`src/pwmc_consts.vh`:
```
// constants for the concatenating left-aligned modulator
`ifndef PWMC_CONSTS_VH
`define PWMC_CONSTS_VH
`define PWMC_OFS_ENABLE   8'h00
`define PWMC_OFS_POLAR    8'h04
`define PWMC_OFS_CLKSEL   8'h08
`define PWMC_OFS_PRESCALE 8'h0C
`define PWMC_OFS_SCALE_A  8'h10
`define PWMC_OFS_SCALE_B  8'h14
`define PWMC_OFS_CTRL     8'h18
`define PWMC_OFS_TEST     8'h1C
`define PWMC_GRP_CNT      3'h1
`define PWMC_GRP_PER      3'h2
`define PWMC_GRP_DTY      3'h3
`define PWMC_BIT_JOIN_HI  6
`define PWMC_BIT_JOIN_MID 5
`define PWMC_BIT_JOIN_LO  4
`define PWMC_BIT_WAIT     3
`define PWMC_BIT_FREEZE   2
`define PWMC_CTRL_MASK    8'h7C
`define PWMC_PRE_A_LSB    0
`define PWMC_PRE_B_LSB    4
`define PWMC_PRE_MASK     8'h77
`define PWMC_RST_PER      8'hFF
`define PWMC_RST_DTY      8'hFF
`define PWMC_RST_BYTE     8'h00
`define PWMC_SCL_ZERO_LIM 9'h1FF
`endif

```
`src/pwmc_top.v`:
```
// six-channel left-aligned modulator with pair joining, apb registers
// Notes on behaviour
// - join_pair_hi makes 4/5 one 16-bit channel
// - join_pair_mid makes 2/3 one 16-bit channel
// - join_pair_lo makes 0/1 one 16-bit channel
// - unjoined pairs run as independent 8-bit channels
// - joined channel uses odd channel's control bits
// - wait_stop_bit gates prescaler during wait mode
// - freeze_stop_bit gates prescaler during freeze mode
// - registers stay accessible; clock resumes on clear/exit
// - duty match toggles the output flip-flop
// - period match resets counter and output
// - period match loads buffered period and duty
// - counter runs zero to period minus one
// - output frequency is clock over period
// - high time follows polarity formula
// - factory test register hidden from software
`timescale 1ns/1ps
`include "pwmc_consts.vh"
module pwmc_top #(
	parameter NCH    = 6,
	parameter ADDR_W = 8
) (
	input  wire              clk,
	input  wire              resetn,
	input  wire              psel,
	input  wire              penable,
	input  wire              pwrite,
	input  wire [ADDR_W-1:0] paddr,
	input  wire [31:0]       pwdata,
	output reg  [31:0]       prdata_r,
	output reg               pready_r,
	output reg               pslverr_r,
	input  wire              wait_mode,
	input  wire              freeze_mode,
	output reg  [NCH-1:0]    pwm_out_r
);

	// software-visible state
	reg  [NCH-1:0] enable_r;
	reg  [NCH-1:0] polar_r;
	reg  [NCH-1:0] clksel_r;
	reg  [7:0]     prescale_r;
	reg  [7:0]     scale_a_r;
	reg  [7:0]     scale_b_r;
	reg  [7:0]     ctrl_r;
	reg  [7:0]     per_buf_r [0:NCH-1];
	reg  [7:0]     dty_buf_r [0:NCH-1];
	// active compare values and counters
	reg  [7:0]     per_act_r [0:NCH-1];
	reg  [7:0]     dty_act_r [0:NCH-1];
	reg  [7:0]     cnt_r     [0:NCH-1];
	reg  [7:0]     per_act_nxt [0:NCH-1];
	reg  [7:0]     dty_act_nxt [0:NCH-1];
	reg  [7:0]     cnt_nxt     [0:NCH-1];
	reg  [NCH-1:0] pwm_out_nxt;
	// clock sources
	reg  [7:0]     pre_cnt_r;
	reg  [8:0]     sa_cnt_r;
	reg  [8:0]     sb_cnt_r;

	wire [2:0]     join_w;
	wire           run_w;
	wire           tick_a;
	wire           tick_b;
	wire [8:0]     sa_lim;
	wire [8:0]     sb_lim;
	wire           tick_sa;
	wire           tick_sb;
	reg  [NCH-1:0] tick_ch;
	reg  [NCH-1:0] cnt_clr;

	wire           wr_en;
	wire           setup;
	wire [2:0]     grp;
	wire [2:0]     idx;
	wire           idx_ok;
	reg  [31:0]    rd_val;
	reg            rd_err;

	// one loop index per process, so no variable has two drivers
	integer        i;
	integer        it;
	integer        iw;
	integer        ic;
	integer        io;
	integer        k;
	integer        e;
	integer        o;
	reg  [48:0]    st;

	// tick when the low sel bits of the prescaler are all ones
	function fn_div;
		input [7:0] cnt;
		input [2:0] sel;
		reg   [7:0] mask;
		begin
			mask   = (8'h01 << sel) - 8'h01;
			fn_div = ((cnt & mask) == mask);
		end
	endfunction

	// scaled clock limit: twice the scale minus one, zero meaning the largest
	function [8:0] fn_lim;
		input [7:0] scl;
		begin
			if (scl == 8'h00)
				fn_lim = `PWMC_SCL_ZERO_LIM;
			else
				fn_lim = {scl, 1'b0} - 9'h001;
		end
	endfunction

	// one left-aligned step; 8-bit channels are zero-extended so
	// one path serves both joined and independent channels
	// result is {count, period, duty, out}
	function [48:0] fn_step;
		input [15:0] c;
		input [15:0] p;
		input [15:0] d;
		input [15:0] pb;
		input [15:0] db;
		input        q;
		input        tk;
		input        en;
		input        pol;
		input        clr;
		reg   [16:0] inc;
		reg   [15:0] nc;
		begin
			inc = {1'b0, c} + 17'h00001;
			nc  = inc[15:0];
			if (!en)
				fn_step = {16'h0000, pb, db, 1'b0};
			else if (clr)
				fn_step = {16'h0000, p, d, pol ^ (d == 16'h0000)};
			else if (!tk)
				fn_step = {c, p, d, q};
			else if (inc >= {1'b0, p})
				fn_step = {16'h0000, pb, db, pol ^ (db == 16'h0000)};
			else
				fn_step = {nc, p, d, (nc == d) ? ~q : q};
		end
	endfunction

	// low pair first, so join_w[k] lines up with the pair loop index
	assign join_w = {ctrl_r[`PWMC_BIT_JOIN_HI], ctrl_r[`PWMC_BIT_JOIN_MID],
		ctrl_r[`PWMC_BIT_JOIN_LO]};

	// prescaler input gated in wait or freeze; registers stay live
	assign run_w = ~((wait_mode & ctrl_r[`PWMC_BIT_WAIT]) |
		(freeze_mode & ctrl_r[`PWMC_BIT_FREEZE]));

	assign tick_a  = run_w & fn_div(pre_cnt_r,
		prescale_r[`PWMC_PRE_A_LSB+2:`PWMC_PRE_A_LSB]);
	assign tick_b  = run_w & fn_div(pre_cnt_r,
		prescale_r[`PWMC_PRE_B_LSB+2:`PWMC_PRE_B_LSB]);
	assign sa_lim  = fn_lim(scale_a_r);
	assign sb_lim  = fn_lim(scale_b_r);
	assign tick_sa = tick_a & (sa_cnt_r == sa_lim);
	assign tick_sb = tick_b & (sb_cnt_r == sb_lim);

	// counters hold rather than clear, so timing resumes in place
	always @(posedge clk) begin
		if (!resetn) begin
			pre_cnt_r <= 8'h00;
			sa_cnt_r  <= 9'h000;
			sb_cnt_r  <= 9'h000;
		end else begin
			if (run_w)
				pre_cnt_r <= pre_cnt_r + 8'h01;
			if (tick_a)
				sa_cnt_r <= tick_sa ? 9'h000 : sa_cnt_r + 9'h001;
			if (tick_b)
				sb_cnt_r <= tick_sb ? 9'h000 : sb_cnt_r + 9'h001;
		end
	end

	// channels 2 and 3 run from the B family, the rest from A
	always @* begin
		for (it = 0; it < NCH; it = it + 1) begin
			if (it == 2 || it == 3)
				tick_ch[it] = clksel_r[it] ? tick_sb : tick_b;
			else
				tick_ch[it] = clksel_r[it] ? tick_sa : tick_a;
		end
	end

	// apb decode
	assign setup  = psel & ~penable;
	assign wr_en  = psel & penable & pready_r & pwrite;
	assign grp    = paddr[7:5];
	assign idx    = paddr[4:2];
	assign idx_ok = (idx < NCH);

	always @* begin
		rd_val = 32'h00000000;
		rd_err = 1'b0;
		// misaligned access refused before any decode
		if (paddr[1:0] != 2'b00)
			rd_err = 1'b1;
		else if (grp == 3'h0) begin
			case (paddr[7:0])
			`PWMC_OFS_ENABLE:   rd_val[NCH-1:0] = enable_r;
			`PWMC_OFS_POLAR:    rd_val[NCH-1:0] = polar_r;
			`PWMC_OFS_CLKSEL:   rd_val[NCH-1:0] = clksel_r;
			`PWMC_OFS_PRESCALE: rd_val[7:0] = prescale_r;
			`PWMC_OFS_SCALE_A:  rd_val[7:0] = scale_a_r;
			`PWMC_OFS_SCALE_B:  rd_val[7:0] = scale_b_r;
			`PWMC_OFS_CTRL:     rd_val[7:0] = ctrl_r;
			// test register reads zero and ignores writes
			`PWMC_OFS_TEST:     rd_val = 32'h00000000;
			default:            rd_err = 1'b1;
			endcase
		end else if (idx_ok && grp == `PWMC_GRP_CNT)
			rd_val[7:0] = cnt_r[idx];
		else if (idx_ok && grp == `PWMC_GRP_PER)
			rd_val[7:0] = per_buf_r[idx];
		else if (idx_ok && grp == `PWMC_GRP_DTY)
			rd_val[7:0] = dty_buf_r[idx];
		else
			rd_err = 1'b1;
	end

	// no wait state: data and error are latched in the setup cycle
	always @(posedge clk) begin
		if (!resetn) begin
			pready_r  <= 1'b0;
			pslverr_r <= 1'b0;
			prdata_r  <= 32'h00000000;
		end else begin
			pready_r  <= setup;
			pslverr_r <= setup & rd_err;
			if (setup)
				prdata_r <= pwrite ? 32'h00000000 : rd_val;
		end
	end

	always @(posedge clk) begin
		if (!resetn) begin
			enable_r   <= {NCH{1'b0}};
			polar_r    <= {NCH{1'b0}};
			clksel_r   <= {NCH{1'b0}};
			prescale_r <= `PWMC_RST_BYTE;
			scale_a_r  <= `PWMC_RST_BYTE;
			scale_b_r  <= `PWMC_RST_BYTE;
			ctrl_r     <= `PWMC_RST_BYTE;
			for (iw = 0; iw < NCH; iw = iw + 1) begin
				per_buf_r[iw] <= `PWMC_RST_PER;
				dty_buf_r[iw] <= `PWMC_RST_DTY;
			end
		end else if (wr_en && !pslverr_r) begin
			case (paddr[7:0])
			`PWMC_OFS_ENABLE:   enable_r   <= pwdata[NCH-1:0];
			`PWMC_OFS_POLAR:    polar_r    <= pwdata[NCH-1:0];
			`PWMC_OFS_CLKSEL:   clksel_r   <= pwdata[NCH-1:0];
			`PWMC_OFS_PRESCALE: prescale_r <= pwdata[7:0] & `PWMC_PRE_MASK;
			`PWMC_OFS_SCALE_A:  scale_a_r  <= pwdata[7:0];
			`PWMC_OFS_SCALE_B:  scale_b_r  <= pwdata[7:0];
			`PWMC_OFS_CTRL:     ctrl_r     <= pwdata[7:0] & `PWMC_CTRL_MASK;
			// test register lands here too and is dropped
			default: begin
				if (idx_ok && grp == `PWMC_GRP_PER)
					per_buf_r[idx] <= pwdata[7:0];
				if (idx_ok && grp == `PWMC_GRP_DTY)
					dty_buf_r[idx] <= pwdata[7:0];
			end
			endcase
		end
	end

	// a write to a counter restarts that channel's period
	always @* begin
		for (ic = 0; ic < NCH; ic = ic + 1)
			cnt_clr[ic] = wr_en && !pslverr_r && grp == `PWMC_GRP_CNT &&
				idx == ic;
	end

	// even channel of a joined pair is the high byte; the odd
	// channel's tick, enable and polarity steer the whole pair
	always @* begin
		st          = 49'h0;
		pwm_out_nxt = {NCH{1'b0}};
		for (i = 0; i < NCH; i = i + 1) begin
			cnt_nxt[i]     = cnt_r[i];
			per_act_nxt[i] = per_act_r[i];
			dty_act_nxt[i] = dty_act_r[i];
		end
		for (k = 0; k < NCH/2; k = k + 1) begin
			e = 2 * k;
			o = e + 1;
			if (join_w[k]) begin
				st = fn_step({cnt_r[e], cnt_r[o]},
					{per_act_r[e], per_act_r[o]},
					{dty_act_r[e], dty_act_r[o]},
					{per_buf_r[e], per_buf_r[o]},
					{dty_buf_r[e], dty_buf_r[o]},
					pwm_out_r[o], tick_ch[o], enable_r[o], polar_r[o],
					cnt_clr[e] | cnt_clr[o]);
				{cnt_nxt[e], cnt_nxt[o]}         = st[48:33];
				{per_act_nxt[e], per_act_nxt[o]} = st[32:17];
				{dty_act_nxt[e], dty_act_nxt[o]} = st[16:1];
				pwm_out_nxt[o]                   = st[0];
				pwm_out_nxt[e]                   = 1'b0;
			end else begin
				for (i = e; i <= o; i = i + 1) begin
					st = fn_step({8'h00, cnt_r[i]}, {8'h00, per_act_r[i]},
						{8'h00, dty_act_r[i]}, {8'h00, per_buf_r[i]},
						{8'h00, dty_buf_r[i]}, pwm_out_r[i], tick_ch[i],
						enable_r[i], polar_r[i], cnt_clr[i]);
					cnt_nxt[i]     = st[40:33];
					per_act_nxt[i] = st[24:17];
					dty_act_nxt[i] = st[8:1];
					pwm_out_nxt[i] = st[0];
				end
			end
		end
	end

	// pins straight from flops, so no decode glitch reaches them
	always @(posedge clk) begin
		if (!resetn) begin
			pwm_out_r <= {NCH{1'b0}};
			for (io = 0; io < NCH; io = io + 1) begin
				cnt_r[io]     <= `PWMC_RST_BYTE;
				per_act_r[io] <= `PWMC_RST_PER;
				dty_act_r[io] <= `PWMC_RST_DTY;
			end
		end else begin
			pwm_out_r <= pwm_out_nxt;
			for (io = 0; io < NCH; io = io + 1) begin
				cnt_r[io]     <= cnt_nxt[io];
				per_act_r[io] <= per_act_nxt[io];
				dty_act_r[io] <= dty_act_nxt[io];
			end
		end
	end

endmodule // pwmc_top

```
`config.mk`:
```
export PLATFORM = sky130hd
export DESIGN_NAME = pwmc_top
export DESIGN_NICKNAME = d
export VERILOG_FILES = /design/src/pwmc_top.v
export VERILOG_INCLUDE_DIRS = /design/src
export SDC_FILE = /design/constraint.sdc
export NUM_CORES = 1
export LEC_CHECK = 0
export ABC_AREA = 1
export ABC_CLOCK_PERIOD_IN_PS = 3800
export BUFFER_PORTS_ARGS = -buffer_cell sky130_fd_sc_hd__buf_2
export CAP_MARGIN = 20
export CORE_ASPECT_RATIO = 0.8
export CORE_UTILIZATION = 50
export CTS_CLUSTER_SIZE = 8
export DETAILED_ROUTE_END_ITERATION = 16
export GPL_ROUTABILITY_DRIVEN = 0
export HOLD_SLACK_MARGIN = 0.02
export PLACE_DENSITY = 0.67
export RECOVER_POWER = 100
export SYNTH_ARGS = -nofsm -noshare
export SYNTH_HDL_FRONTEND = slang
export SYNTH_SLANG_ARGS = --single-unit
export TNS_END_PERCENT = 50
```
`constraint.sdc`:
```
create_clock -name clk -period 3.8 [get_ports clk]
set_input_delay 0.57 -clock clk [delete_from_list [all_inputs] [get_ports clk]]
set_output_delay 0.57 -clock clk [all_outputs]
set_load 0.005 [all_outputs]
```
==> impl_metrics.yaml <==
status:
  outcome: "complete, but fails checks"
  violations: "capacitance limit, slew limit"
placed_design:
  dpl.cell_count: 3681
  portBuffers: 38
  post-dp-hpwl_um: 54000
  dpl_cell_area_sq_mm: 0.0229
synthesis:
  yosysSeqAreaShare_pct: 38.4
  syn-instance-count: 3092
  yosys_warnings: 0
  synth_edf_count: 128
  synth-main-ff-cell: "dfxtp_1"
  syn_area_sq_mm: 0.0220
  ys_types: 61
  synth.avg_cell_area_sq_um: 7.12
  async_reset_ff_share_pct: 0
  ys_ff_latch: 358
detailed_routing:
  vias_per_cell: 5.75
  drt_wl_total_um: 71300
  num_vias: 21700
  first_iter_violations: 2431
  firstDrtPassIters: 6
  drc: 0
  drtAntennaViolNets: 0
  wl_per_cell_um: 18.9
hold_path:
  hold_class: "primary input to flip-flop"
sta:
  worst_pin_slew_ns: 2.68
  max-slew-margin-rel_pct: -78.6
  min_period_ns: 3.52
  skew_ns: 0.0191
  period_share_pct: 92.6
  slew_violations: 51
  rsz0062_at_grt: "yes"
  setup-violations-final: 0
  report.final.hold_viol_count: 0
  max_freq_mhz: 284
global_route:
  grt_pass1_wl_um: 110000
  antenna_found_initial: 1
  first_global_vias: 19800
  grt_overflow: 0
  grt_max_degree: 85
  grt_usage_pct: 31.5
critical_path:
  cpPeakStageDelay_ns: 0.42
  critPathBufInv: 1
  critPathMaxFanout: 17
  critPathKind: "flip-flop to flip-flop"
  cp-end-kind: "flip-flop"
  required_ns: 4.22
  cp_slowest_cell: "dfxtp_1"
  cp_top_family: "simple AND/OR/NAND/NOR gates"
  start_kind: "flip-flop"
  worstPathArrival_ns: 3.94
  path_common_cell: "nand2_1"
  cp_cell_sequence: "ha_1, nand2_2, nor2_2, nand2_1, nor2_4, nand2_1, xor2_1, ha_1, nand2_1, nor4_1, nand3_1, nand3_2, nand2_2, nand2_4, inv_2, nor2_8, nand2_4, nand2_1, nand3_1"
clocking:
  cts_made_buffers: 50
  cts_hold_buffers: 0
  cts_tree: "yes"
  clock_latency_ns: 0.60
  path_clk_slew_ns: 0.05
  htreeDepth: 2
  cts_root_buf: "clkbuf_16"
  clk_path_buf_depth: 3
  cts.sinks: 358
power_and_ir_drop:
  peakVddDrop_mv: 0.312
  powerDensity_mw_per_mm2: 360
  p_leak_nw: 10.8
die:
  die_w_um: 237
  start_util_pct: 50.8
  io_pins: 87
  rows: 68
  core_sq_mm: 0.0433
  die-area_sq_mm: 0.0449
  die_h_um: 190
finish:
  final_cells: 3768
  drive_above_1_share_pct: 6.39
  areaGrowthSynthToFinish_pct: 9.89
  nFillCells: 4150
  fin_area_sq_mm: 0.0242
  fin_nets: 3312
job:
  cap_violations: 1
area by class of cell:
| cell class | instances | area, sq um | share of cell area, % |
|---|---|---|---|
| multi-input cells | 2272 | 11600 | 48.0 |
| flip-flops and latches | 358 | 8450 | 34.9 |
| inverters | 400 | 1500 | 6.21 |
| clock buffers | 77 | 1350 | 5.59 |
| well taps | 560 | 701 | 2.90 |
| repair buffers | 96 | 537 | 2.22 |
| clock inverters | 3 | 33.8 | 0.140 |
| diodes | 2 | 5.00 | 0.0207 |
layout by cell type (no fill, tap or decap), types with 15 or more instances in the layout:
cell type  netlist  layout
nand2_1        778     779
inv_1          372     376
nand3_1        292     292
nor2_1         279     287
dfxtp_1        230     229
o21ai_0        208     210
a21oi_1        169     169
edfxtp_1       128     128
ha_1            87      87
clkbuf_1        49      62
xor2_1          59      59
o22ai_1         58      58
conb_1           1      56
clkbuf_16        0      50
nand4_1         44      44
buf_4           30      34
nor3_1          33      33
buf_2           18      26
nand2_2         19      18
o211ai_1        18      18
nor2_2          23      16
inv_2           19      15
flip-flops by register name, indices dropped and copies added, names as in the netlist, 7 cells and up:
signal     count
scale_b_r      8
cnt_r         48
pre_cnt_r      7
dty_buf_r     64
dty_act_r     48
per_act_r     48
prdata_r       8
scale_a_r      8
sb_cnt_r       9
per_buf_r     64
sa_cnt_r       9
power breakdown:
part | internal, mW | switching (mW) | total, mW
sequential | 4.04 | 0.0592 | 4.10
clock | 2.41 | 1.71 | 4.12
combinational | 0.132 | 0.364 | 0.496
total | 6.58 | 2.13 | 8.72
cells by family after synthesis:
family / count (synthesis) / synth area share, %
AOI/OAI and AO/OA: 526 / 13.4
xor gates and xnor gates: 72 / 2.99
adders and majority gates: 87 / 4.94
buffers and inverters: 517 / 9.76
DFF: 358 / 38.4
muxes: 1 / 0.0455
other: 1 / 0.0170
and+or+nand+nor: 1530 / 30.5
routing by layer:
metal | track usage [%] | routed length (um)
met1 | 45.1 | 31200
met2 | 46.2 | 29600
met3 | 7.25 | 8250
met4 | 11.5 | 2250
met5 | 0 | 0
worst paths after layout:
check | startpoint | end | slack (ns) | cells after the start
hold / removal | pwdata[7] | scale_a_r[7]$_SDFFE_PN0P_ | 0.29 | 3
setup reg to reg | cnt_r[5][1]$_SDFFE_PN0P_ | dty_act_r[4][6]$_SDFFE_PN1P_ | 0.28 | 19
setup / recovery | cnt_r[5][1]$_SDFFE_PN0P_ | dty_act_r[4][6]$_SDFFE_PN1P_ | 0.28 | 19
hold reg to reg | dty_act_r[0][5]$_SDFFE_PN1P_ | dty_act_r[0][5]$_SDFFE_PN1P_ | 0.46 | 2
cell usage after synthesis (5+ instances only):
master | n | share of area (%)
buf_1 | 9 | 0.15
ha_1 | 87 | 4.9
nand2_2 | 19 | 0.54
o2111ai_1 | 6 | 0.24
nand3_1 | 292 | 6.6
clkbuf_1 | 49 | 0.84
a211oi_1 | 11 | 0.38
edfxtp_1 | 128 | 17
a21oi_1 | 169 | 3.8
nor2_4 | 6 | 0.31
o21ai_0 | 208 | 4.7
nor3_1 | 33 | 0.75
xnor2_1 | 11 | 0.44
nand3_2 | 9 | 0.41
o21ai_1 | 15 | 0.34
o311ai_0 | 5 | 0.20
o211ai_1 | 18 | 0.61
nand3b_1 | 8 | 0.27
dfxtp_1 | 230 | 21
o22ai_1 | 58 | 1.6
nand4_1 | 44 | 1.2
clkinv_1 | 8 | 0.14
nor2_2 | 23 | 0.65
nand2_1 | 778 | 13
a221oi_1 | 10 | 0.40
nor2_1 | 279 | 4.8
buf_2 | 18 | 0.41
buf_6 | 9 | 0.46
nor3_2 | 5 | 0.23
buf_4 | 30 | 1.0
xor2_1 | 59 | 2.3
inv_1 | 372 | 6.3
nor4_1 | 15 | 0.43
inv_2 | 19 | 0.32
metrics by stage:
stage | utilization [%] | setup slack [ns] | hold WS, ns | power, mW | setup TNS, ns
after floorplan | - | 0.870 | 0.429 | 4.47 | 0
after global placement | 52.8 | 0.434 | 0.441 | 4.64 | 0
after detailed placement | 52.8 | 0.241 | 0.445 | 4.66 | 0
after CTS | 56.0 | 0.222 | 0.264 | 8.75 | 0
after global routing | 55.9 | -0.00200 | 0.302 | 8.96 | -0.00200
final | 55.9 | 0.281 | 0.294 | 8.72 | 0
worst register-to-register path, cell delays in order (launching register included):
cell and delay [ns]:
dfxtp_1 0.42, ha_1 0.24, nand2_2 0.08, nor2_2 0.14, nand2_1 0.14, nor2_4 0.20
nand2_1 0.11, xor2_1 0.18, ha_1 0.33, nand2_1 0.06, nor4_1 0.29, nand3_1 0.14
nand3_2 0.20, nand2_2 0.09, nand2_4 0.08, inv_2 0.06, nor2_8 0.24, nand2_4 0.18
nand2_1 0.10, nand3_1 0.07
timing repair:
item,4_1_cts,5_1_grt
setup endpoints to repair,0,42
resized for setup,0,4
buffers inserted,0,4
No activity file was read; power rests on OpenSTA's default activity.
